[src/design/stc_pkg.sv]
// Package for the sixteen-bit timer control block
package stc_pkg;

  // ------------------------------------------------------------
  // Register byte addresses
  // ------------------------------------------------------------
  localparam logic [7:0] STC_ADDR_CTRL1 = 8'h00;
  localparam logic [7:0] STC_ADDR_CTRL2 = 8'h04;
  localparam logic [7:0] STC_ADDR_STATUS = 8'h08;
  localparam logic [7:0] STC_ADDR_CAP1 = 8'h0C;
  localparam logic [7:0] STC_ADDR_CMP1 = 8'h10;
  localparam logic [7:0] STC_ADDR_CMP2 = 8'h14;
  localparam logic [7:0] STC_ADDR_CNT = 8'h18;
  localparam logic [7:0] STC_ADDR_ALTCNT = 8'h1C;
  localparam logic [7:0] STC_ADDR_CAP2 = 8'h20;

  // ------------------------------------------------------------
  // Reset values and fixed counter loads
  // ------------------------------------------------------------
  localparam logic [7:0] STC_CTRL_RESET = 8'h00;
  localparam logic [15:0] STC_CNT_RESET = 16'hFFFC;
  localparam logic [15:0] STC_CNT_LAST = 16'hFFFF;
  localparam logic [15:0] STC_OPM_CAPTURE = 16'hFFFD;
  localparam logic [15:0] STC_CMP_RESET = 16'h8000;
  localparam logic [15:0] STC_CAP_RESET = 16'h0000;

  // ------------------------------------------------------------
  // Status bit positions
  // ------------------------------------------------------------
  localparam int STC_SR_CAP1 = 7;
  localparam int STC_SR_CMP1 = 6;
  localparam int STC_SR_OVF = 5;
  localparam int STC_SR_CAP2 = 4;
  localparam int STC_SR_CMP2 = 3;

  // Prescaler divide counts minus one
  localparam logic [2:0] STC_DIV2_LAST = 3'h1;
  localparam logic [2:0] STC_DIV4_LAST = 3'h3;
  localparam logic [2:0] STC_DIV8_LAST = 3'h7;

  typedef enum logic [1:0] {
    STC_CLK_DIV4,
    STC_CLK_DIV2,
    STC_CLK_DIV8,
    STC_CLK_EXT
  } stc_clksel_type;

  // Control one, bit 7 down to bit 0
  typedef struct packed {
    logic capture_irq_enable;
    logic compare_irq_enable;
    logic overflow_irq_enable;
    logic force_compare_two;
    logic force_compare_one;
    logic level_two;
    logic capture_edge_one;
    logic level_one;
  } stc_ctrl1_type;

  // Control two, bit 7 down to bit 0
  typedef struct packed {
    logic compare_pin_one_enable;
    logic compare_pin_two_enable;
    logic one_pulse_select;
    logic pwm_select;
    stc_clksel_type clock_select;
    logic capture_edge_two;
    logic ext_clock_edge;
  } stc_ctrl2_type;

  // Event flags
  typedef struct packed {
    logic capture_flag_one;
    logic compare_flag_one;
    logic overflow_flag;
    logic capture_flag_two;
    logic compare_flag_two;
  } stc_flags_type;

endpackage

[src/design/stc_timer.sv]
// Sixteen-bit timer with captures, compares, one-pulse and PWM modes
//
// Chosen here: the APB interface to the registers and the placing of the registers.
`timescale 1ns/10ps
`default_nettype none

// Notes on behaviour
// - Wait state: timer runs, interrupt wakes device
// - Halt freezes registers; counter resumes afterwards
// - Halt capture edge arms flag, captured at exit
// - Flag one from capture or PWM restart
// - One request line: flag, enable, unmasked
// - No compare flags while PWM active
// - Three control/status plus six data registers
// - Capture enable gates both capture flags
// - Compare enable gates both compare flags
// - Overflow enable gates overflow flag
// - Force two copies level two to pin
// - Force one copies level one to pin
// - Level two on match two, pulse level
// - Capture edge one: zero falling, one rising
// - Level one driven on compare-one match
// - Pin one enable only routes signal
// - Pin two enable only routes signal
// - One-pulse: capture edge triggers single pulse
// - PWM: pulse from compare one, period two
// - Clock select: div4, div2, div8, external
// - Missing external pin stops counter
// - Control registers read/write, reset zero
// - PWM wins over one-pulse when both set
// - Capture edge two: zero falling, one rising
// - External clock edge: zero falling, one rising
module stc_timer
  import stc_pkg::*;
#(
  parameter bit EXT_CLOCK_PRESENT = 1'b1
) (
  input wire logic mclk, // System clock, 50 MHz
  input wire logic rst, // Synchronous reset, active high
  input wire logic psel, // APB select
  input wire logic penable, // APB access phase
  input wire logic pwrite, // APB direction, high for write
  input wire logic [7:0] paddr, // APB byte address
  input wire logic [31:0] pwdata, // APB write data
  output logic [31:0] prdata, // APB read data
  output logic pready, // APB ready
  output logic pslverr, // APB error on unmapped address
  input wire logic capture_in_one, // First capture input
  input wire logic capture_in_two, // Second capture input
  input wire logic external_timer_clock, // External counter clock
  input wire logic halt_mode, // Processor halted
  input wire logic wait_mode, // Processor in wait
  input wire logic irq_mask, // Processor interrupt mask bit
  output logic compare_out_one, // First compare pin level
  output logic compare_oe_one, // First compare pin owned by timer
  output logic compare_out_two, // Second compare pin level
  output logic compare_oe_two, // Second compare pin owned by timer
  output logic timer_irq, // Shared timer interrupt request
  output logic wait_wake // Wake request from wait
);

  // ------------------------------------------------------------
  // Registers and state
  // ------------------------------------------------------------
  stc_ctrl1_type ctrl1_reg;
  stc_ctrl2_type ctrl2_reg;
  stc_flags_type flags_reg;
  logic [15:0] count_reg;
  logic [15:0] cap1_reg;
  logic [15:0] cap2_reg;
  logic [15:0] cmp1_reg;
  logic [15:0] cmp2_reg;
  logic [2:0] div_reg;
  logic [2:0] ext_sync_reg;
  logic cap1_prev_reg;
  logic cap2_prev_reg;
  logic halt_prev_reg;
  logic arm1_reg;
  logic arm2_reg;
  stc_flags_type sr_seen_reg;
  logic out1_reg;
  logic out2_reg;

  // ------------------------------------------------------------
  // Bus decode
  // ------------------------------------------------------------
  logic bus_done;
  logic bus_wr;
  logic bus_rd;
  logic addr_ok;

  assign bus_done = psel && penable && pready;
  assign bus_wr = bus_done && pwrite && addr_ok;
  assign bus_rd = bus_done && !pwrite && addr_ok;

  function automatic logic hit(input logic [7:0] a, input logic [7:0] r);
    return a == r;
  endfunction

  always_comb begin
    unique case (paddr)
      STC_ADDR_CTRL1, STC_ADDR_CTRL2, STC_ADDR_STATUS, STC_ADDR_CAP1,
      STC_ADDR_CMP1, STC_ADDR_CMP2, STC_ADDR_CNT, STC_ADDR_ALTCNT,
      STC_ADDR_CAP2: addr_ok = 1'b1;
      default: addr_ok = 1'b0;
    endcase
  end

  // ------------------------------------------------------------
  // Mode and tick generation
  // ------------------------------------------------------------
  logic pwm_on;
  logic opm_on;
  logic run;
  logic tick;
  logic ext_edge;
  logic [2:0] div_last;

  assign pwm_on = ctrl2_reg.pwm_select;
  assign opm_on = ctrl2_reg.one_pulse_select && !ctrl2_reg.pwm_select;
  assign run = !halt_mode;

  // Edge chosen from the synchronised second and third stages
  assign ext_edge = ctrl2_reg.ext_clock_edge ?
    (ext_sync_reg[1] && !ext_sync_reg[2]) :
    (!ext_sync_reg[1] && ext_sync_reg[2]);

  always_comb begin
    unique case (ctrl2_reg.clock_select)
      STC_CLK_DIV2: div_last = STC_DIV2_LAST;
      STC_CLK_DIV4: div_last = STC_DIV4_LAST;
      STC_CLK_DIV8: div_last = STC_DIV8_LAST;
      STC_CLK_EXT: div_last = STC_DIV8_LAST;
    endcase
  end

  // External setting ticks only when the pin exists
  assign tick = run && ((ctrl2_reg.clock_select == STC_CLK_EXT) ?
    (EXT_CLOCK_PRESENT && ext_edge) : (div_reg == div_last));

  always_ff @(posedge mclk) begin
    if (rst || !run || div_reg == div_last) begin
      div_reg <= 3'h0;
    end else begin
      div_reg <= div_reg + 3'h1;
    end
  end

  // Two-stage synchroniser, third stage for edge detect
  always_ff @(posedge mclk) begin
    if (rst) begin
      ext_sync_reg <= 3'h0;
    end else begin
      ext_sync_reg <= {ext_sync_reg[1:0], external_timer_clock};
    end
  end

  // ------------------------------------------------------------
  // Capture edges, compare matches and halt exit
  // ------------------------------------------------------------
  logic edge1;
  logic edge2;
  logic halt_exit;
  logic match1;
  logic match2;
  logic ovf;
  logic opm_start;
  logic pwm_restart;
  logic cap1_evt;
  logic cap2_evt;

  assign edge1 = ctrl1_reg.capture_edge_one ?
    (capture_in_one && !cap1_prev_reg) : (!capture_in_one && cap1_prev_reg);
  assign edge2 = ctrl2_reg.capture_edge_two ?
    (capture_in_two && !cap2_prev_reg) : (!capture_in_two && cap2_prev_reg);

  assign halt_exit = halt_prev_reg && !halt_mode;
  assign match1 = tick && count_reg == cmp1_reg;
  assign match2 = tick && count_reg == cmp2_reg;
  assign ovf = tick && count_reg == STC_CNT_LAST;
  // One-pulse start on the selected first edge
  assign opm_start = run && opm_on && edge1;
  assign pwm_restart = pwm_on && match2;
  // Armed halt edges complete at halt exit
  assign cap1_evt = !pwm_on && !opm_on &&
    ((run && edge1) || (halt_exit && arm1_reg));
  assign cap2_evt = (run && edge2) || (halt_exit && arm2_reg);

  always_ff @(posedge mclk) begin
    if (rst) begin
      // Track the pins in reset: no false edge on release
      cap1_prev_reg <= capture_in_one;
      cap2_prev_reg <= capture_in_two;
      halt_prev_reg <= 1'b0;
    end else begin
      cap1_prev_reg <= capture_in_one;
      cap2_prev_reg <= capture_in_two;
      halt_prev_reg <= halt_mode;
    end
  end

  always_ff @(posedge mclk) begin
    if (rst || halt_exit) begin
      arm1_reg <= 1'b0;
      arm2_reg <= 1'b0;
    end else if (halt_mode) begin
      arm1_reg <= arm1_reg || (edge1 && !pwm_on);
      arm2_reg <= arm2_reg || edge2;
    end
  end

  // ------------------------------------------------------------
  // Counter
  // ------------------------------------------------------------
  always_ff @(posedge mclk) begin
    if (rst) begin
      count_reg <= STC_CNT_RESET;
    end else if (bus_wr && (hit(paddr, STC_ADDR_CNT) ||
                 hit(paddr, STC_ADDR_ALTCNT))) begin
      count_reg <= STC_CNT_RESET;
    end else if (opm_start || pwm_restart) begin
      count_reg <= STC_CNT_RESET;
    end else if (tick) begin
      count_reg <= count_reg + 16'h0001;
    end
  end

  // ------------------------------------------------------------
  // Capture and compare value registers
  // ------------------------------------------------------------
  always_ff @(posedge mclk) begin
    if (rst) begin
      cap1_reg <= STC_CAP_RESET;
    end else if (opm_start) begin
      cap1_reg <= STC_OPM_CAPTURE;
    end else if (cap1_evt) begin
      cap1_reg <= count_reg;
    end
  end

  always_ff @(posedge mclk) begin
    if (rst) begin
      cap2_reg <= STC_CAP_RESET;
    end else if (cap2_evt) begin
      cap2_reg <= count_reg;
    end
  end

  always_ff @(posedge mclk) begin
    if (rst) begin
      cmp1_reg <= STC_CMP_RESET;
      cmp2_reg <= STC_CMP_RESET;
    end else if (bus_wr) begin
      if (hit(paddr, STC_ADDR_CMP1)) begin
        cmp1_reg <= pwdata[15:0];
      end
      if (hit(paddr, STC_ADDR_CMP2)) begin
        cmp2_reg <= pwdata[15:0];
      end
    end
  end

  // ------------------------------------------------------------
  // Control registers
  // ------------------------------------------------------------
  // Both reset to zero, full read/write
  always_ff @(posedge mclk) begin
    if (rst) begin
      ctrl1_reg <= stc_ctrl1_type'(STC_CTRL_RESET);
      ctrl2_reg <= stc_ctrl2_type'(STC_CTRL_RESET);
    end else if (bus_wr) begin
      if (hit(paddr, STC_ADDR_CTRL1)) begin
        ctrl1_reg <= stc_ctrl1_type'(pwdata[7:0]);
      end
      if (hit(paddr, STC_ADDR_CTRL2)) begin
        ctrl2_reg <= stc_ctrl2_type'(pwdata[7:0]);
      end
    end
  end

  // ------------------------------------------------------------
  // Flags: set beats clear, clear needs a prior status read
  // ------------------------------------------------------------
  stc_flags_type set_now;
  stc_flags_type clr_now;
  logic acc;

  assign acc = bus_done && addr_ok;

  always_comb begin
    // Flag one from capture or PWM period end
    set_now.capture_flag_one = cap1_evt || opm_start || pwm_restart;
    set_now.capture_flag_two = cap2_evt;
    // Compare flags held off in PWM; flag one in one-pulse
    set_now.compare_flag_one = match1 && !pwm_on && !opm_on;
    set_now.compare_flag_two = match2 && !pwm_on;
    set_now.overflow_flag = ovf;
    clr_now.capture_flag_one = acc && hit(paddr, STC_ADDR_CAP1) &&
      sr_seen_reg.capture_flag_one;
    clr_now.capture_flag_two = acc && hit(paddr, STC_ADDR_CAP2) &&
      sr_seen_reg.capture_flag_two;
    clr_now.compare_flag_one = acc && hit(paddr, STC_ADDR_CMP1) &&
      sr_seen_reg.compare_flag_one;
    clr_now.compare_flag_two = acc && hit(paddr, STC_ADDR_CMP2) &&
      sr_seen_reg.compare_flag_two;
    // Alternate counter view leaves overflow alone
    clr_now.overflow_flag = acc && hit(paddr, STC_ADDR_CNT) &&
      sr_seen_reg.overflow_flag;
  end

  always_ff @(posedge mclk) begin
    if (rst) begin
      flags_reg <= '0;
    end else begin
      flags_reg <= set_now | (flags_reg & ~clr_now);
    end
  end

  // Status read records which flags were seen set
  always_ff @(posedge mclk) begin
    if (rst) begin
      sr_seen_reg <= '0;
    end else if (bus_rd && hit(paddr, STC_ADDR_STATUS)) begin
      sr_seen_reg <= flags_reg;
    end else begin
      sr_seen_reg <= sr_seen_reg & ~clr_now;
    end
  end

  // ------------------------------------------------------------
  // Compare output levels
  // ------------------------------------------------------------
  logic force1;
  logic force2;

  assign force1 = bus_wr && hit(paddr, STC_ADDR_CTRL1) && pwdata[3];
  assign force2 = bus_wr && hit(paddr, STC_ADDR_CTRL1) && pwdata[4];

  always_ff @(posedge mclk) begin
    if (rst) begin
      out1_reg <= 1'b0;
    end else if (pwm_on) begin
      // Pulse edge on match one, period edge on match two
      if (pwm_restart) begin
        out1_reg <= ctrl1_reg.level_two;
      end else if (match1) begin
        out1_reg <= ctrl1_reg.level_one;
      end
    end else if (opm_on) begin
      if (opm_start) begin
        out1_reg <= ctrl1_reg.level_two;
      end else if (match1) begin
        out1_reg <= ctrl1_reg.level_one;
      end
    end else if (force1) begin
      // Forced copy uses the newly written level
      out1_reg <= pwdata[0];
    end else if (match1) begin
      out1_reg <= ctrl1_reg.level_one;
    end
  end

  always_ff @(posedge mclk) begin
    if (rst) begin
      out2_reg <= 1'b0;
    end else if (!pwm_on && !opm_on) begin
      if (force2) begin
        out2_reg <= pwdata[2];
      end else if (match2) begin
        out2_reg <= ctrl1_reg.level_two;
      end
    end
  end

  // Pins: internal compare runs whatever the enables say
  always_ff @(posedge mclk) begin
    if (rst) begin
      compare_out_one <= 1'b0;
      compare_out_two <= 1'b0;
      compare_oe_one <= 1'b0;
      compare_oe_two <= 1'b0;
    end else begin
      // Enable one only routes to the pin
      compare_oe_one <= ctrl2_reg.compare_pin_one_enable;
      compare_out_one <= out1_reg;
      // Enable two only routes to the pin
      compare_oe_two <= ctrl2_reg.compare_pin_two_enable;
      compare_out_two <= out2_reg;
    end
  end

  // ------------------------------------------------------------
  // Interrupt request and wait wake-up
  // ------------------------------------------------------------
  logic irq_src;

  assign irq_src =
    (ctrl1_reg.capture_irq_enable &&
     (flags_reg.capture_flag_one || flags_reg.capture_flag_two)) ||
    (ctrl1_reg.compare_irq_enable &&
     (flags_reg.compare_flag_one || flags_reg.compare_flag_two)) ||
    (ctrl1_reg.overflow_irq_enable && flags_reg.overflow_flag);

  // One shared line, gated by the processor mask
  always_ff @(posedge mclk) begin
    if (rst) begin
      timer_irq <= 1'b0;
      wait_wake <= 1'b0;
    end else begin
      timer_irq <= irq_src && !irq_mask;
      // Wake from wait; no wake from halt
      wait_wake <= irq_src && !irq_mask && wait_mode;
    end
  end

  // ------------------------------------------------------------
  // APB slave, one wait state per transfer
  // ------------------------------------------------------------
  logic [31:0] rd_mux;

  // Control, status and six data words
  always_comb begin
    rd_mux = 32'h0000_0000;
    unique case (paddr)
      STC_ADDR_CTRL1: rd_mux[7:0] = ctrl1_reg;
      STC_ADDR_CTRL2: rd_mux[7:0] = ctrl2_reg;
      STC_ADDR_STATUS: rd_mux[7:3] = flags_reg;
      STC_ADDR_CAP1: rd_mux[15:0] = cap1_reg;
      STC_ADDR_CMP1: rd_mux[15:0] = cmp1_reg;
      STC_ADDR_CMP2: rd_mux[15:0] = cmp2_reg;
      STC_ADDR_CNT, STC_ADDR_ALTCNT: rd_mux[15:0] = count_reg;
      STC_ADDR_CAP2: rd_mux[15:0] = cap2_reg;
      default: rd_mux = 32'h0000_0000;
    endcase
  end

  always_ff @(posedge mclk) begin
    if (rst) begin
      pready <= 1'b0;
      pslverr <= 1'b0;
      prdata <= 32'h0000_0000;
    end else if (psel && penable && !pready) begin
      pready <= 1'b1;
      pslverr <= !addr_ok;
      prdata <= pwrite ? 32'h0000_0000 : rd_mux;
    end else begin
      pready <= 1'b0;
      pslverr <= 1'b0;
    end
  end

endmodule

`default_nettype wire

[config.mk]
export PLATFORM = sky130hd
export DESIGN_NAME = stc_timer
export DESIGN_NICKNAME = d
export VERILOG_FILES = /design/src/design/stc_pkg.sv /design/src/design/stc_timer.sv
export SDC_FILE = /design/constraint.sdc
export NUM_CORES = 1
export LEC_CHECK = 0
export BUFFER_PORTS_ARGS = -buffer_cell sky130_fd_sc_hd__buf_2
export CAP_MARGIN = 20
export CORE_ASPECT_RATIO = 0.75
export CORE_MARGIN = 5
export CORE_UTILIZATION = 60
export DETAILED_ROUTE_END_ITERATION = 16
export PLACE_DENSITY = 0.82
export SYNTH_ARGS = -nofsm -noshare
export SYNTH_HDL_FRONTEND = slang
export SYNTH_SLANG_ARGS = --single-unit
[constraint.sdc]
create_clock -name mclk -period 4.7 [get_ports mclk]
set_input_delay 0.235 -clock mclk [delete_from_list [all_inputs] [get_ports mclk]]
set_output_delay 0.235 -clock mclk [all_outputs]
set_load 0.05 [all_outputs]
==> reports/qor.txt, run 1 <==
Total Power -> 2.77 mW
Non-Filler Instances -> 956
CTS buffer count -> 17
vias in the first global route -> 5,735
Synth Flop Type -> dfxtp_1
Post-CTS Hold Fix Bufs -> 3
initial antenna violation count -> 0
area delta synth->final -> 11.4%
Post-Route WL -> 20,000 µm
Via density -> 6.40
leakage -> 3.07 nW
launch point of the worst reg-to-reg path -> count_reg[3]
post-synthesis cell type count -> 68
Max Freq -> 355 MHz
yosys warns -> 0
reg2reg end -> count_reg[0]
most frequent cell after synthesis -> dfxtp_1
Levels on crit path -> 8
Worst VDD drop -> 0.000360 V
Crit-path slowest cell -> a2111o_1
CTS tree -> done
total global routing overflow -> 0
Startpoint Class -> input pin
Min-Delay Path Class -> in2reg
Crit path max-delay family -> compound AO/OA/AOI/OAI gates
Hold Vio Cnt, Final -> 0
FFs w/ async S/R, synth -> 0
Worst Tran Pin Value -> 1.08 ns
Critical Path Sink Type -> flop
initial drt markers -> 952
setup TNS -> 0 ns
min-delay src -> wait_mode
Port Buffer Count -> 58
max-cap violation count -> 0
n_diodes -> 0
Setup crit end -> cap1_reg[3]
WL/cell -> 20.9 µm
H-tree depth -> 4
R2R cell count -> 6
area fraction of the dominant cell type after synthesis -> 0.416
Worst Hold Slack -> 0.0134 ns
PostCTS Resize Cnt -> 0
Final Wtd Congestion -> 0.965
largest cells by area after synthesis -> dfxtp_1 (42%), mux2i_1 (8.9%), nor2_1 (5.3%), nand2_1 (4.1%), xnor2_1 (3.6%)
RSZ-0062 raised after global routing -> false
average size of a mapped cell -> 8.83 µm²
Critical Path AT -> 3.10 ns
I/O pins -> 91
Reg2Reg Setup Slack -> 1.89 ns
die height -> 103 µm
worst setup path start -> capture_in_one
CTS Sinks -> 143
CTS Root Cell -> clkbuf_16
critical path class -> in2reg
worst path cell trace -> dlygate4sd3_1, buf_2, and3b_1, a21oi_1, a2111o_1, nand2_1, o22ai_1, nor2_1
first-pass GRT wire length -> 31,000 µm
Hold Crit Depth -> 2
Post-synth top cells -> dfxtp_1 (143), nor2_1 (97), nand2_1 (75)
die width -> 134 µm
clock skew -> 0.00710 ns
initial core utilization -> 0.622
post-synth top area cell -> dfxtp_1
Post-Route Utilization -> 0.693
status -> finished clean
drt pass-1 iters -> 6
CTS clock-pin slew for the worst setup and hold paths -> 0.06 ns
cell area after synthesis -> 0.00688 mm²
Clock Latency Late Sink -> 0.42 ns
crit path max fanout -> 18
Post CTS Setup Buffer Count -> 0
Cells after Synth -> 779
worst path bufs/invs -> 2
Routed Antenna Nets -> 0
final setup vio count -> 0
row cnt -> 33
die area -> 0.0137 mm²
relative slew slack -> 0.282
DRC -> 0
register area share after synthesis -> 0.416
Post-synth EDFFs -> 0
crit-path max cell delay -> 0.75 ns
Crit path required time -> 4.98 ns
Final nets -> 856
layout cells sized above 1 -> 0.150
Slew Limit Fails -> 0
DP Wirelength -> 13,700 µm
Clock Tree Buf Depth -> 2
GRT Total Usage -> 0.295
fin crit share -> 0.599
maximum number of pins on one net before global-route repair -> 80
FF+latch count, synth -> 143
Via Count -> 6,119
power per cell area -> 362 mW/mm²
crit path time final -> 2.82 ns
total core area -> 0.0111 mm²
dpl cells -> 920
## how the worst min path moves through the flow
stage,slack (ns),endpoint
detailed placement,0.37,cap1_prev_reg
global placement,0.36,cap2_prev_reg
finish,0.01,wait_wake
CTS,0.01,wait_wake
floorplan,0.26,cap1_prev_reg
global route,0.01,wait_wake
## kinds of logic after synthesis
kind of cell | after synthesis | share of synthesized area
adder cells (fa/ha/maj) | 2 | 0.00364
flip-flops | 143 | 0.416
other | 1 | 0.000545
AND/OR/NAND/NOR | 284 | 0.207
multiplexers | 65 | 0.0953
AO/OA/AOI/OAI | 151 | 0.153
XOR/XNOR | 47 | 0.0599
buffers and inverters | 86 | 0.0639
## through the flow
step / area, µm² / setup WS, ns
6_report: 7660 / 1.88
5_1_grt: 7660 / 1.69
4_1_cts: 7660 / 1.99
3_5_place_dp: 7040 / 1.88
3_3_place_gp: 7030 / 1.92
2_1_floorplan: 6930 / 2.64
## cell usage in the layout, fill, tap and decap left out, types with 3 or more instances in the layout
cell type      synthesis  layout
a221o_1                7       7
a31oi_1                4       4
o21ai_0               22      22
o21a_1                 3       3
xor2_1                19      19
o221ai_1               3       3
and2_1                 5       5
o2bb2ai_1              8       8
a22oi_1               26      26
buf_4                 19       4
dfxtp_1              143     143
clkinv_2               0       3
nand3_1               26      26
o22ai_1               17      17
mux2i_1               61      61
nand2b_1               4       4
inv_1                 10      10
nand3b_1               6       6
or3_1                  3       3
nor3_1                 8       8
and3_1                 8       8
clkbuf_16              0      17
nand2_1               75      75
a221oi_1               4       4
dlygate4sd3_1          0       3
clkinv_4               0       3
mux2_2                 4       4
a32oi_1                3       3
buf_2                  9      58
a21oi_1               31      30
a2bb2oi_1              5       5
conb_1                 1      16
xnor2_1               28      28
nor4_1                 6       6
nor2b_1               15      15
nand4_1               11      11
nor3_4                 3       3
nor2_1                97      97
## layer usage
| metal | share of wire | GRT usage | wire length [µm] | vias up |
|---|---|---|---|---|
| met5 | 0 | 0 | 0 | - |
| met4 | 0.023 | 0.0917 | 465 | 0 |
| met3 | 0.11 | 0.0820 | 2240 | 56 |
| met2 | 0.43 | 0.443 | 8540 | 379 |
| met1 | 0.44 | 0.417 | 8740 | 2915 |
| li1 | - | - | - | 2769 |
## power by group
group	internal [mW]	switching, mW	total, mW
sequential	1.23	0.0137	1.25
combinational	0.0486	0.131	0.180
clock	0.812	0.535	1.35
## final cells by class
type,count,area (µm²)
Multi-Input combinational cell,565,3640
Fill cell,902,3400
Sequential cell,143,2860
Clock buffer,20,457
Timing Repair Buffer,66,362
Tap cell,140,175
Clock inverter,12,134
Inverter,10,37.5
Note: power is estimated with default switching activity, not from simulation.
==> run 2, diff against run 1 <==
--- a/config.mk
+++ b/config.mk
@@ -5,13 +5,14 @@
 export SDC_FILE = /design/constraint.sdc
 export NUM_CORES = 1
 export LEC_CHECK = 0
+export ABC_AREA = 1
 export BUFFER_PORTS_ARGS = -buffer_cell sky130_fd_sc_hd__buf_2
 export CAP_MARGIN = 20
 export CORE_ASPECT_RATIO = 0.75
 export CORE_MARGIN = 5
-export CORE_UTILIZATION = 60
+export CORE_UTILIZATION = 58
 export DETAILED_ROUTE_END_ITERATION = 16
-export PLACE_DENSITY = 0.82
+export PLACE_DENSITY = 0.8
 export SYNTH_ARGS = -nofsm -noshare
 export SYNTH_HDL_FRONTEND = slang
 export SYNTH_SLANG_ARGS = --single-unit
==> constraint.sdc (replaced) <==
create_clock -name mclk -period 3 [get_ports mclk]
set_input_delay 0.15 -clock mclk [delete_from_list [all_inputs] [get_ports mclk]]
set_output_delay 0.15 -clock mclk [all_outputs]
set_load 0.05 [all_outputs]
==> reports/qor.txt, run 2 <==
status -> complete, but fails checks (was finished clean)
failing checks -> negative hold slack
row cnt -> 34 (was 33)
Crit path max-delay family -> buffers and inverters (was compound AO/OA/AOI/OAI gates)
R2R cell count -> 10 (was 6)
leakage -> 3.28 nW (was 3.07 nW)
drt pass-1 iters -> 7 (was 6)
I/O pins -> 91 (unchanged)
area delta synth->final -> 14.9% (was 11.4%)
CTS clock-pin slew for the worst setup and hold paths -> 0.06 ns (about the same)
Worst VDD drop -> 0.000422 V (was 0.000360 V)
total core area -> 0.0115 mm² (was 0.0111 mm²)
DRC -> 0 (unchanged)
layout cells sized above 1 -> 0.118 (was 0.150)
most used cell, CP -> nand2_1
Crit-path slowest cell -> dlygate4sd3_1 (was a2111o_1)
fill cell count -> 983 (was 902)
die area -> 0.0139 mm² (was 0.0137 mm²)
Final Wtd Congestion -> 0.946 (was 0.965)
setup TNS -> 0 ns (unchanged)
Flop pwr share -> 0.427 (was 0.450)
CTS Sinks -> 143 (unchanged)
yosys warns -> 0 (unchanged)
WL/cell -> 17.0 µm (was 20.9 µm)
n_diodes -> 0 (unchanged)
critical path class -> in2reg (unchanged)
clock skew -> 0.0131 ns (was 0.00710 ns)
Min-Delay Path Class -> in2reg (unchanged)
Via Count -> 6,657 (was 6,119)
Critical Path Sink Type -> flop (unchanged)
Post-synth EDFFs -> 0 (unchanged)
post-synthesis compound-gate area fraction -> 0.188 (was 0.153)
largest family of logic cells by synthesized area -> simple AND/OR/NAND/NOR gates (unchanged)
H-tree depth -> 4 (unchanged)
area fraction of the dominant cell type after synthesis -> 0.426 (was 0.416)
register area share after synthesis -> 0.426 (was 0.416)
worst path bufs/invs -> 6 (was 2)
Setup crit end -> flags_reg[4] (was cap1_reg[3])
Routed Antenna Nets -> 0 (unchanged)
FFs w/ async S/R, synth -> 0 (unchanged)
Clock Latency Late Sink -> 0.43 ns (was 0.42 ns)
crit path max fanout -> 12 (was 18)
DP Wirelength -> 13,300 µm (was 13,700 µm)
crit-path max cell delay -> 0.55 ns (was 0.75 ns)
FF+latch count, synth -> 143 (unchanged)
Slew Limit Fails -> 0 (unchanged)
power per cell area -> 591 mW/mm² (was 362 mW/mm²)
Port Buffer Count -> 58 (unchanged)
Final nets -> 1,051 (was 856)
Hold Vio Cnt, Final -> 1 (was 0)
relative slew slack -> 0.339 (was 0.282)
Cells after Synth -> 947 (was 779)
switch share -> 0.219 (was 0.245)
post-synthesis cell type count -> 38 (was 68)
average size of a mapped cell -> 7.10 µm² (was 8.83 µm²)
CTS Root Cell -> clkbuf_16 (unchanged)
initial core utilization -> 0.585 (was 0.622)
Worst Tran Pin Value -> 0.990 ns (was 1.08 ns)
Critical Path AT -> 2.96 ns (was 3.10 ns)
launch point of the worst reg-to-reg path -> cap1_prev_reg (was count_reg[3])
leading cell type in the layout, fill and taps excluded -> nand2_1 (was dfxtp_1)
Post-Synth XOR/XNOR Area -> 0.0365 (was 0.0599)
die width -> 134 µm (about the same)
first-pass GRT wire length -> 31,200 µm (was 31,000 µm)
multi-input logic area -> 0.00326 mm² (was 0.00364 mm²)
Net Switching -> 0.999 mW (was 0.680 mW)
Levels on crit path -> 13 (was 8)
vias in the first global route -> 5,936 (was 5,735)
Post CTS Setup Buffer Count -> 0 (unchanged)
final non-filler cell area -> 0.00773 mm² (was 0.00766 mm²)
Post-CTS Hold Fix Bufs -> 4 (was 3)
largest cells by area after synthesis -> dfxtp_1 (43%), nand2_1 (12%), a21oi_1 (8.6%), o21ai_0 (6.8%), inv_1 (5.2%) (was dfxtp_1 (42%), mux2i_1 (8.9%), nor2_1 (5.3%), nand2_1 (4.1%), xnor2_1 (3.6%))
Startpoint Class -> input pin (unchanged)
post-synth top area cell -> dfxtp_1 (unchanged)
RSZ-0062 raised after global routing -> false (unchanged)
P_int -> 3.57 mW (was 2.09 mW)
total global routing overflow -> 0 (unchanged)
worst setup path start -> capture_in_one (unchanged)
crit path time final -> 2.58 ns
fin crit share -> 0.861
reg2reg end -> flags_reg[4] (was count_reg[0])
Via density -> 5.76 (was 6.40)
Post-Route WL -> 19,600 µm (was 20,000 µm)
Clock Tree Buf Depth -> 2 (unchanged)
CTS tree -> done (unchanged)
initial drt markers -> 970 (was 952)
Synth Flop Type -> dfxtp_1 (unchanged)
most frequent cell after synthesis -> nand2_1 (was dfxtp_1)
PostCTS Resize Cnt -> 0 (unchanged)
Crit path required time -> 3.37 ns (was 4.98 ns)
Cell Area, Placed -> 0.00703 mm² (was 0.00704 mm²)
CTS buffer count -> 17 (unchanged)
FF+latch area -> 0.00286 mm² (unchanged)
Post-synth top cells -> nand2_1 (214), dfxtp_1 (143), a21oi_1 (116) (was dfxtp_1 (143), nor2_1 (97), nand2_1 (75))
simple-gate share of the synthesized area -> 0.247 (was 0.207)
initial antenna violation count -> 0 (unchanged)
die height -> 103 µm (about the same)
adder-cell share of the synthesized area -> 0.00372 (was 0.00364)
max-cap violation count -> 0 (unchanged)
commonest cells after routing, fill and taps aside -> nand2_1 (214), dfxtp_1 (143), a21oi_1 (116) (was dfxtp_1 (143), nor2_1 (97), nand2_1 (75))
cell area after synthesis -> 0.00672 mm² (was 0.00688 mm²)
final setup vio count -> 0 (unchanged)
post-synthesis mux area share -> 0 (was 0.0953)
maximum number of pins on one net before global-route repair -> 58 (was 80)
Worst Hold Slack -> -0.00213 ns (was 0.0134 ns)
Reg2Reg Setup Slack -> 0.55 ns (was 1.89 ns)
GRT Total Usage -> 0.287 (was 0.295)
combinational share of power -> 0.050 (was 0.065)
Max Freq -> 387 MHz
worst path cell trace -> dlygate4sd3_1, buf_2, inv_1, nand2_1, o21ai_0, nand2_1, nor3_1, inv_1, nand2_1, clkinv_1, nand3_1, nand2_1, inv_1 (was dlygate4sd3_1, buf_2, and3b_1, a21oi_1, a2111o_1, nand2_1, o22ai_1, nor2_1)
clock share of power -> 0.523 (was 0.486)
[run 2: cell count changes in the layout (fill, tap and decap cells not counted), sizes merged, moves of 15 or more]
| cell | change |
|---|---|
| a21oi | +85 |
| a22oi | -22 |
| inv | +83 |
| mux2i | -61 |
| nand2 | +141 |
| nand3 | +41 |
| nor2 | -28 |
| nor2b | -15 |
| o21ai | +70 |
[run 2: logic make-up after synthesis]
kind of cell               after synthesis
DFF                                    143
other                                    1
and+or+nand+nor                        382
AOI/OAI and AO/OA                      239
xor gates and xnor gates                28
buffers and inverters                  152
adders and majority gates                2
[run 2: worst min-delay path, cell delays in order]
cell and delay [ns]:
buf_2 0.10, a21oi_1 0.07, nor2_1 0.07
[run 2: area by class of cell]
cell class / instances / share of cell area
Multi-Input combinational cell: 667 / 0.421
Clock buffer: 21 / 0.0583
Sequential cell: 143 / 0.370
Inverter: 98 / 0.0479
Timing Repair Buffer: 71 / 0.0515
Tap cell: 144 / 0.0233
Clock inverter: 11 / 0.0274
[run 2: through the flow]
| step | util | setup WS [ns] | cells | hold slack, ns | power (mW) |
|---|---|---|---|---|---|
| 5_1_grt | 0.673 | 0.218 | 1155 | 0.0143 | 4.70 |
| 3_3_place_gp | 0.612 | 0.664 | 1119 | 0.269 | 2.20 |
| 3_5_place_dp | 0.612 | 0.575 | 1119 | 0.273 | 2.21 |
| 4_1_cts | 0.673 | 0.543 | 1155 | 0.00437 | 4.56 |
| 6_report | 0.673 | 0.417 | 1155 | -0.00213 | 4.57 |
| 2_1_floorplan | - | 1.31 | 962 | 0.178 | 2.15 |
[run 2: metal layers]
metal / vias to the layer above / part of all wire / global-route usage
met5: - / 0 / 0
met4: 0 / 0.021 / 0.0861
met3: 44 / 0.14 / 0.0967
met2: 442 / 0.41 / 0.423
met1: 2984 / 0.43 / 0.403
li1: 3187 / - / -
[run 2: power by group through the flow]
stage	combinational, mW	clock, mW	sequential (mW)
floorplan	0.162	0	1.99
global placement	0.214	0	1.99
CTS	0.223	2.39	1.95
finish	0.227	2.39	1.95
detailed placement	0.216	0	1.99
global route	0.250	2.49	1.95
[run 2: worst min path at each step]
| stage | startpoint | endpoint | slack [ns] | cells past startpoint |
|---|---|---|---|---|
| 4_1_cts | halt_mode | arm2_reg | 0.004 | 3 |
| 5_1_grt | pwdata[14] | cmp1_reg[14] | 0.01 | 3 |
| 6_report | halt_mode | arm2_reg | -0.002 | 3 |
| 2_1_floorplan | capture_in_one | cap1_prev_reg | 0.18 | 0 |
| 3_5_place_dp | capture_in_one | cap1_prev_reg | 0.27 | 1 |
| 3_3_place_gp | capture_in_one | cap1_prev_reg | 0.27 | 1 |
